===== config.mk =====
export PLATFORM = sky130hd
export DESIGN_NAME = cmmt_regs
export DESIGN_NICKNAME = d
export VERILOG_FILES = /design/src/hw/cmmt_pkg.sv /design/src/hw/cmmt_regs.sv /design/src/hw/cmmt_tick.sv
export SDC_FILE = /design/constraint.sdc
export NUM_CORES = 1
export LEC_CHECK = 0
export ABC_CLOCK_PERIOD_IN_PS = 3750
export BUFFER_PORTS_ARGS = -buffer_cell sky130_fd_sc_hd__buf_4
export CAP_MARGIN = 15
export CORE_ASPECT_RATIO = 1.1
export CORE_MARGIN = 2
export CORE_UTILIZATION = 40
export CTS_BUF_LIST = sky130_fd_sc_hd__clkbuf_4 sky130_fd_sc_hd__clkbuf_8
export DETAILED_ROUTE_END_ITERATION = 16
export GPL_ROUTABILITY_DRIVEN = 0
export PLACE_DENSITY = 0.56
export SLEW_MARGIN = 20
export SYNTH_ARGS = -nofsm -noshare
export SYNTH_HDL_FRONTEND = slang
export SYNTH_SLANG_ARGS = --single-unit

===== constraint.sdc =====
create_clock -name clk_i -period 3.75 [get_ports clk_i]
set_clock_uncertainty 0.15 [all_clocks]
set_input_delay 0.5625 -clock clk_i [delete_from_list [all_inputs] [get_ports clk_i]]
set_output_delay 0.5625 -clock clk_i [all_outputs]
set_load 0.02 [all_outputs]

===== src/hw/cmmt_pkg.sv =====
// package: register map, field positions and reset values of the block
`default_nettype none
package cmmt_pkg;
    // register offsets (byte address = 4 * index, printed offsets are odd)
    localparam logic [7:0] CMMT_IDX_PRESCALE = 8'hA1;
    localparam logic [7:0] CMMT_IDX_MAILBOX = 8'hA3;
    localparam logic [7:0] CMMT_IDX_TIMER_LO = 8'hAC;
    localparam logic [7:0] CMMT_IDX_TIMER_HI = 8'hAD;
    localparam logic [7:0] CMMT_IDX_STAMP_LO = 8'hAE;
    localparam logic [7:0] CMMT_IDX_STAMP_HI = 8'hAF;
    localparam logic [7:0] CMMT_IDX_MASK3 = 8'hC6;
    localparam logic [7:0] CMMT_IDX_MASK4 = 8'hC7;
    // own control registers: mailbox page and auto-increment
    localparam logic [7:0] CMMT_IDX_PAGE = 8'hB1;
    // field positions in mask byte 4
    localparam int CMMT_RTR_MASK_BIT = 2;
    localparam int CMMT_RSVD_BIT = 1;
    localparam int CMMT_EXT_MASK_BIT = 0;
    // page register fields
    localparam int CMMT_PAGE_AINC_BIT = 7;
    localparam int CMMT_PAGE_OBJ_LSB = 4;
    localparam int CMMT_PAGE_PTR_LSB = 0;
    // reset values
    localparam logic [7:0] CMMT_PRESCALE_RST = 8'h00;
    localparam logic [15:0] CMMT_TIMER_RST = 16'h0000;
    localparam logic [7:0] CMMT_PAGE_RST = 8'h00;
    // mailbox geometry
    localparam int CMMT_OBJECTS = 4;
    localparam int CMMT_MSG_BYTES = 8;
    // fixed pre-divide of the system clock ahead of the prescaler
    localparam logic [2:0] CMMT_PREDIV_LAST = 3'h5;
endpackage
`default_nettype wire


===== src/hw/cmmt_regs.sv =====
// module: mask, mailbox port, message timer and time-stamp registers
`default_nettype none
module cmmt_regs
    import cmmt_pkg::*;
(
    // clock and reset
    input wire logic clk_i,
    input wire logic rst_i,
    // wishbone slave
    input wire logic cyc_i,
    input wire logic stb_i,
    input wire logic we_i,
    input wire logic [9:0] adr_i,
    input wire logic [3:0] sel_i,
    input wire logic [31:0] dat_i,
    output logic [31:0] dat_o,
    output logic ack_o,
    output logic err_o,
    // reception filter compare and transmission check
    input wire logic [28:0] rx_id_i,
    input wire logic rx_rtr_i,
    input wire logic rx_ext_i,
    input wire logic [28:0] tag_id_i,
    input wire logic tag_rtr_i,
    input wire logic tag_ext_i,
    input wire logic rx_check_i,
    output logic rx_hit_o,
    input wire logic tx_check_i,
    output logic tx_hit_o,
    // time-stamp capture at frame end
    input wire logic stamp_capture_i,
    // timer value
    output logic [15:0] msg_timer_value_o
);
    // ------------------------------------------------------------
    // register storage
    // ------------------------------------------------------------
    logic [7:0] accept_mask_byte3_q;
    logic [7:0] accept_mask_byte4_q;
    logic [7:0] timer_divider_q;
    logic [15:0] msg_timer_value_q;
    logic [15:0] stamp_value_q;
    logic [7:0] page_q;
    logic [7:0] mailbox_byte_q [CMMT_OBJECTS*CMMT_MSG_BYTES];
    logic tick;
    logic req;
    logic [7:0] idx;
    logic hit_map;
    logic [7:0] wbyte;
    logic [4:0] mb_addr;
    logic [2:0] ptr;
    logic [1:0] obj;
    logic ack_q;
    logic err_q;

    function automatic logic masked_eq(input logic a, input logic b,
                                       input logic m);
        masked_eq = !m || (a == b);
    endfunction

    assign req = cyc_i && stb_i && !ack_q && !err_q;
    assign idx = adr_i[9:2];
    assign wbyte = dat_i[7:0];
    assign ptr = page_q[CMMT_PAGE_PTR_LSB +: 3];
    assign obj = page_q[CMMT_PAGE_OBJ_LSB +: 2];
    assign mb_addr = {obj, ptr};

    // ------------------------------------------------------------
    // address decode
    // ------------------------------------------------------------
    always_comb begin
        if (idx == CMMT_IDX_PRESCALE) begin
            hit_map = 1'b1;
        end else if (idx == CMMT_IDX_MAILBOX) begin
            hit_map = 1'b1;
        end else if (idx == CMMT_IDX_TIMER_LO
                     || idx == CMMT_IDX_TIMER_HI) begin
            hit_map = 1'b1;
        end else if (idx == CMMT_IDX_STAMP_LO
                     || idx == CMMT_IDX_STAMP_HI) begin
            hit_map = 1'b1;
        end else if (idx == CMMT_IDX_MASK3 || idx == CMMT_IDX_MASK4) begin
            hit_map = 1'b1;
        end else if (idx == CMMT_IDX_PAGE) begin
            hit_map = 1'b1;
        end else begin
            hit_map = 1'b0;
        end
    end

    // ------------------------------------------------------------
    // bus answer: one cycle after request, ack or err
    // ------------------------------------------------------------
    always_ff @(posedge clk_i) begin
        if (rst_i) begin
            ack_q <= 1'b0;
            err_q <= 1'b0;
        end else begin
            ack_q <= req && hit_map;
            err_q <= req && !hit_map;
        end
    end
    assign ack_o = ack_q;
    assign err_o = err_q;

    // write strobe taken in the ack cycle, so one write per request
    logic wr;
    logic rd;
    logic [7:0] sidx;
    logic swe;
    always_ff @(posedge clk_i) begin
        if (rst_i) begin
            sidx <= 8'h00;
            swe <= 1'b0;
        end else if (req) begin
            sidx <= idx;
            swe <= we_i && sel_i[0];
        end
    end
    assign wr = ack_q && swe;
    assign rd = ack_q && !swe;

    // ------------------------------------------------------------
    // mask registers, no reset
    // ------------------------------------------------------------
    always_ff @(posedge clk_i) begin
        if (wr && sidx == CMMT_IDX_MASK3) begin
            accept_mask_byte3_q <= dat_i[7:0];
        end
        if (wr && sidx == CMMT_IDX_MASK4) begin
            accept_mask_byte4_q <= dat_i[7:0];
        end
    end

    // ------------------------------------------------------------
    // prescaler and page
    // ------------------------------------------------------------
    always_ff @(posedge clk_i) begin
        if (rst_i) begin
            timer_divider_q <= CMMT_PRESCALE_RST;
        end else if (wr && sidx == CMMT_IDX_PRESCALE) begin
            timer_divider_q <= wbyte;
        end
    end

    // mailbox pointer advances after each port access while the auto-increment bit is set, wraps in 8 bytes
    always_ff @(posedge clk_i) begin
        if (rst_i) begin
            page_q <= CMMT_PAGE_RST;
        end else if (wr && sidx == CMMT_IDX_PAGE) begin
            page_q <= wbyte;
        end else if ((wr || rd) && sidx == CMMT_IDX_MAILBOX
                     && page_q[CMMT_PAGE_AINC_BIT]) begin
            page_q[CMMT_PAGE_PTR_LSB +: 3] <= ptr + 3'h1;
        end
    end

    // ------------------------------------------------------------
    // mailbox storage
    // ------------------------------------------------------------
    always_ff @(posedge clk_i) begin
        if (wr && sidx == CMMT_IDX_MAILBOX) begin
            mailbox_byte_q[mb_addr] <= wbyte;
        end
    end

    // ------------------------------------------------------------
    // message timer and time stamp
    // ------------------------------------------------------------
    cmmt_tick u_tick (
        .clk_i(clk_i),
        .rst_i(rst_i),
        .divider_i(timer_divider_q),
        .tick_o(tick)
    );

    always_ff @(posedge clk_i) begin
        if (rst_i) begin
            msg_timer_value_q <= CMMT_TIMER_RST;
        end else if (wr && sidx == CMMT_IDX_TIMER_LO) begin
            msg_timer_value_q[7:0] <= wbyte;
        end else if (wr && sidx == CMMT_IDX_TIMER_HI) begin
            msg_timer_value_q[15:8] <= wbyte;
        end else if (tick) begin
            msg_timer_value_q <= msg_timer_value_q + 16'h0001;
        end
    end
    assign msg_timer_value_o = msg_timer_value_q;

    // stamp has no reset and no bus write path
    always_ff @(posedge clk_i) begin
        if (stamp_capture_i) begin
            stamp_value_q <= msg_timer_value_q;
        end
    end

    // ------------------------------------------------------------
    // read data
    // ------------------------------------------------------------
    always_ff @(posedge clk_i) begin
        if (rst_i) begin
            dat_o <= 32'h0000_0000;
        end else if (req) begin
            dat_o <= 32'h0000_0000;
            if (idx == CMMT_IDX_PRESCALE) begin
                dat_o[7:0] <= timer_divider_q;
            end else if (idx == CMMT_IDX_MAILBOX) begin
                dat_o[7:0] <= mailbox_byte_q[mb_addr];
            end else if (idx == CMMT_IDX_TIMER_LO) begin
                dat_o[7:0] <= msg_timer_value_q[7:0];
            end else if (idx == CMMT_IDX_TIMER_HI) begin
                dat_o[7:0] <= msg_timer_value_q[15:8];
            end else if (idx == CMMT_IDX_STAMP_LO) begin
                dat_o[7:0] <= stamp_value_q[7:0];
            end else if (idx == CMMT_IDX_STAMP_HI) begin
                dat_o[7:0] <= stamp_value_q[15:8];
            end else if (idx == CMMT_IDX_MASK3) begin
                dat_o[7:0] <= accept_mask_byte3_q;
            end else if (idx == CMMT_IDX_MASK4) begin
                // reserved bit returns whatever is stored
                dat_o[7:0] <= accept_mask_byte4_q;
            end else if (idx == CMMT_IDX_PAGE) begin
                dat_o[7:0] <= page_q;
            end
        end
    end

    // ------------------------------------------------------------
    // acceptance compare, low id bits 12..0 plus flags
    // ------------------------------------------------------------
    logic [12:0] id_mask;
    logic id_ok;
    always_comb begin
        id_mask = {accept_mask_byte3_q, accept_mask_byte4_q[7:3]};
        id_ok = 1'b1;
        for (int i = 0; i < 13; i++) begin
            id_ok = id_ok && masked_eq(rx_id_i[i], tag_id_i[i],
                                       id_mask[i]);
        end
    end
    assign rx_hit_o = rx_check_i && id_ok
        && masked_eq(rx_rtr_i, tag_rtr_i,
                     accept_mask_byte4_q[CMMT_RTR_MASK_BIT])
        && masked_eq(rx_ext_i, tag_ext_i,
                     accept_mask_byte4_q[CMMT_EXT_MASK_BIT]);
    // transmission ignores the mask entirely
    assign tx_hit_o = tx_check_i;
endmodule
`default_nettype wire


===== src/hw/cmmt_tick.sv =====
// module: programmable divider giving the message timer tick
`default_nettype none
module cmmt_tick
    import cmmt_pkg::*;
(
    // clock and reset
    input wire logic clk_i,
    input wire logic rst_i,
    // control
    input wire logic [7:0] divider_i,
    // tick out
    output logic tick_o
);
    logic [2:0] pre_q;
    logic [7:0] cnt_q;
    logic pre_tick;

    assign pre_tick = (pre_q == CMMT_PREDIV_LAST);

    always_ff @(posedge clk_i) begin
        if (rst_i || pre_tick) begin
            pre_q <= 3'h0;
        end else begin
            pre_q <= pre_q + 3'h1;
        end
    end

    // divide by divider+1
    always_ff @(posedge clk_i) begin
        if (rst_i) begin
            cnt_q <= 8'h00;
            tick_o <= 1'b0;
        end else begin
            tick_o <= 1'b0;
            if (pre_tick) begin
                if (cnt_q >= divider_i) begin
                    cnt_q <= 8'h00;
                    tick_o <= 1'b1;
                end else begin
                    cnt_q <= cnt_q + 8'h01;
                end
            end
        end
    end
endmodule
`default_nettype wire


==> results.py <==
metrics = {
    "clocking": {
        "clk_pin_slew_ns": 0.06,
        "cts_resized": 0,
        "cts_setup_buffers": 0,
        "clock-root-buffer": "clkbuf_8",
        "worstSkewPairLatency_ns": 0.63,
        "numCtsBuffers": 58,
        "htreeDepth": 2,
        "clock_path_buffers": 3,
        "postCtsHoldBufs": 0,
        "cts.sinks": 351,
        "tritoncts": "yes",
    },
    "layout": {
        "nets": 1364,
        "synthToLayoutAreaGrowth_pct": 15.5,
        "antennaDiodeCount": 0,
        "final_common_cell": "edfxtp_1",
        "drive_gt1_share_pct": 21.9,
        "final_cell_mix": "288 x edfxtp_1, 130 x buf_4, 94 x nor2_1, 73 x mux2i_1, 65 x nand2_1",
    },
    "floorplanning": {
        "io_pins": 168,
        "die_h_um": 210,
        "rows": 75,
        "die-width_um": 191,
        "dieArea_um2": 40000,
        "floorplan.initialDensity_pct": 40.4,
        "coreArea_um2": 38000,
    },
    "worst_setup_path": {
        "timing.critical_path.from": "sidx[5]$_SDFFE_PP0P_",
        "cp.required_ns": 3.84,
        "rr_endpoint": "mailbox_byte_q[4][0]$_DFFE_PP_",
        "rrSetupSlack_ns": 0.85,
        "cp.arrival_ns": 3.00,
        "reg2reg_from": "sidx[5]$_SDFFE_PP0P_",
        "path_class": "reg2reg",
        "reg2reg_depth": 5,
        "critPathMaxFanout": 8,
        "start_kind": "register",
        "end_kind": "register",
    },
    "yosys": {
        "async_reset_ff_share_pct": 0,
        "syn_area_per_cell_um2": 13.9,
        "synth.cell_area_um2": 15400,
        "ys_seq_elements": 351,
        "ys.warnings.count": 0,
        "ys.flop_type": "edfxtp_1",
        "syn_inst": 1103,
        "synth-edff-count": 288,
        "yosysSeqAreaShare_pct": 64.5,
        "synth.distinct_cells": 73,
    },
    "drt": {
        "post_drt_wl_per_cell_um": 23.1,
        "vias": 9895,
        "dr.pass1.iters": 5,
        "drt_iter0_markers": 804,
        "vias_per_cell": 5.57,
        "postRouteAntennaNets": 0,
        "drt_wl_total_um": 41100,
        "drc": 0,
    },
    "sta": {
        "fmax_ghz": 0.345,
        "rsz0062_at_grt": "no",
        "worst-slew-pin-transition_ns": 0.896,
        "finalSetupViolations": 0,
        "final_hold_viol_count": 0,
        "final.min_clock_period_ns": 2.90,
        "min_period_over_period_pct": 77.4,
        "fin_setup_tns_ns": 0,
        "slew_headroom_pct": 40.0,
        "slew_viol_final": 0,
    },
    "global_route": {
        "grt_pass1_wl_um": 61500,
        "grt.total_usage_pct": 20.8,
        "grt_max_degree": 64,
        "antenna_found_initial": 0,
        "grt_pass1_vias": 9945,
        "grt-ovfl-total": 0,
    },
    "outcome": {
        "status": "completed",
    },
    "power": {
        "clkPwrFrac_pct": 42.2,
        "p_sw_mw": 1.68,
        "ir_worst_vdd_mv": 0.256,
        "p_seq_share_pct": 54.6,
        "switching_share_pct": 21.7,
        "p_int_mw": 6.08,
        "powerDensity_nw_per_um2": 437,
        "power_frac_comb_pct": 3.2,
        "leakagePower_nw": 5.86,
        "p_total_mw": 7.76,
    },
    "worst_hold_path": {
        "holdPathStages": 3,
        "min_from": "sel_i[0]",
        "hold_path.class": "in2reg",
        "hold_path_end": "swe$_SDFFE_PP0P_",
    },
    "placed_design": {
        "dp_hpwl_um": 26700,
        "io_buffer_count": 80,
    },
    "flow_run": {
        "maxCapViolCount": 0,
    },
}
-- logic make-up (layout without fill, tap and decap cells) --
family                     Yosys count  after routing  share of synthesized area (%)
other                                1             24                         0.0244
buffers and inverters              105            255                           3.52
AOI/OAI and AO/OA                  175            175                           7.91
xor gates and xnor gates            34             34                           1.94
DFF                                351            351                           64.5
muxes                              118            118                           10.8
and+or+nand+nor                    303            303                           9.95
adders and majority gates           16             16                           1.30
-- worst max-delay path by stage --
stage	slack [ns]	end	cells past startpoint
floorplan	1.35	dat_o[2]$_SDFFE_PP0P_	7
global placement	0.88	dat_o[2]$_SDFFE_PP0P_	7
detailed placement	0.88	mailbox_byte_q[10][1]$_DFFE_PP_	6
CTS	0.84	mailbox_byte_q[10][5]$_DFFE_PP_	6
global route	0.65	mailbox_byte_q[4][0]$_DFFE_PP_	5
finish	0.85	mailbox_byte_q[4][0]$_DFFE_PP_	5
-- cell type report --
type	instances	area (um^2)
fill	3437	20300
inverter	20	75.1
timing repair buffer	131	996
multi-input combinational	670	5000
tap	500	626
clock inverter	21	116
sequential	351	9920
clock buffer	83	1000
-- power by group through the flow --
stage          Sequential, mW  Clock [mW]  Combinational [mW]
2_1_floorplan            4.32           0               0.122
3_3_place_gp             4.31           0               0.246
3_5_place_dp             4.32           0               0.249
4_1_cts                  4.23        3.36               0.250
5_1_grt                  4.23        3.55               0.269
6_report                 4.23        3.27               0.250
-- flip-flops by register name, indices dropped and copies added (netlist names) --
name / count
sidx: 8
mailbox_byte_q: 256
swe: 1
timer_divider_q: 8
accept_mask_byte4_q: 8
err_o: 1
ack_o: 1
msg_timer_value_o: 16
u_tick.tick_o: 1
accept_mask_byte3_q: 8
dat_o: 8
u_tick.cnt_q: 8
stamp_value_q: 16
page_q: 8
u_tick.pre_q: 3
-- critical path, cell delays in order (launching register included) --
cell	delay, ns
dfxtp_1	0.35
nor2b_1	0.39
nand2_1	0.17
nor2_1	0.38
nand2_1	0.40
nor2_1	0.68
-- per-stage QoR --
stage          util (%)  instance area, um^2  instances  hold slack [ns]  setup slack, ns
3_3_place_gp       43.7                16600       1672            0.301            0.880
3_5_place_dp       43.7                16600       1672            0.310            0.882
2_1_floorplan         -                15400       1126            0.289             1.35
5_1_grt            46.7                17700       1776           0.0365            0.647
6_report           46.7                17700       1776           0.0599            0.848
4_1_cts            46.7                17700       1776          0.00578            0.842
-- layer usage --
layer	vias to the layer above	share of wire, %	global-route usage, %
li1	4494	-	-
met1	4935	42	27.1
met2	366	48	33.8
met3	100	6.1	4.58
met4	0	3.9	8.55
met5	-	0	0
-- cell usage after synthesis, types with 16 or more instances --
master,number,area share [%]
inv_1,18,0.44
mux4_2,38,5.6
dfxtp_1,63,8.2
nand2_1,65,1.6
ha_1,16,1.3
nor3_1,20,0.65
xor2_1,27,1.5
o21ai_0,16,0.52
a21oi_1,36,1.2
nor2_1,94,2.3
buf_4,32,1.6
mux2i_1,73,4.8
edfxtp_1,288,56
a211oi_1,28,1.4
nand3_1,26,0.85
clkbuf_1,35,0.86
nand4_1,21,0.86
o22ai_1,17,0.69
Power figures use the tool's default switching activity.
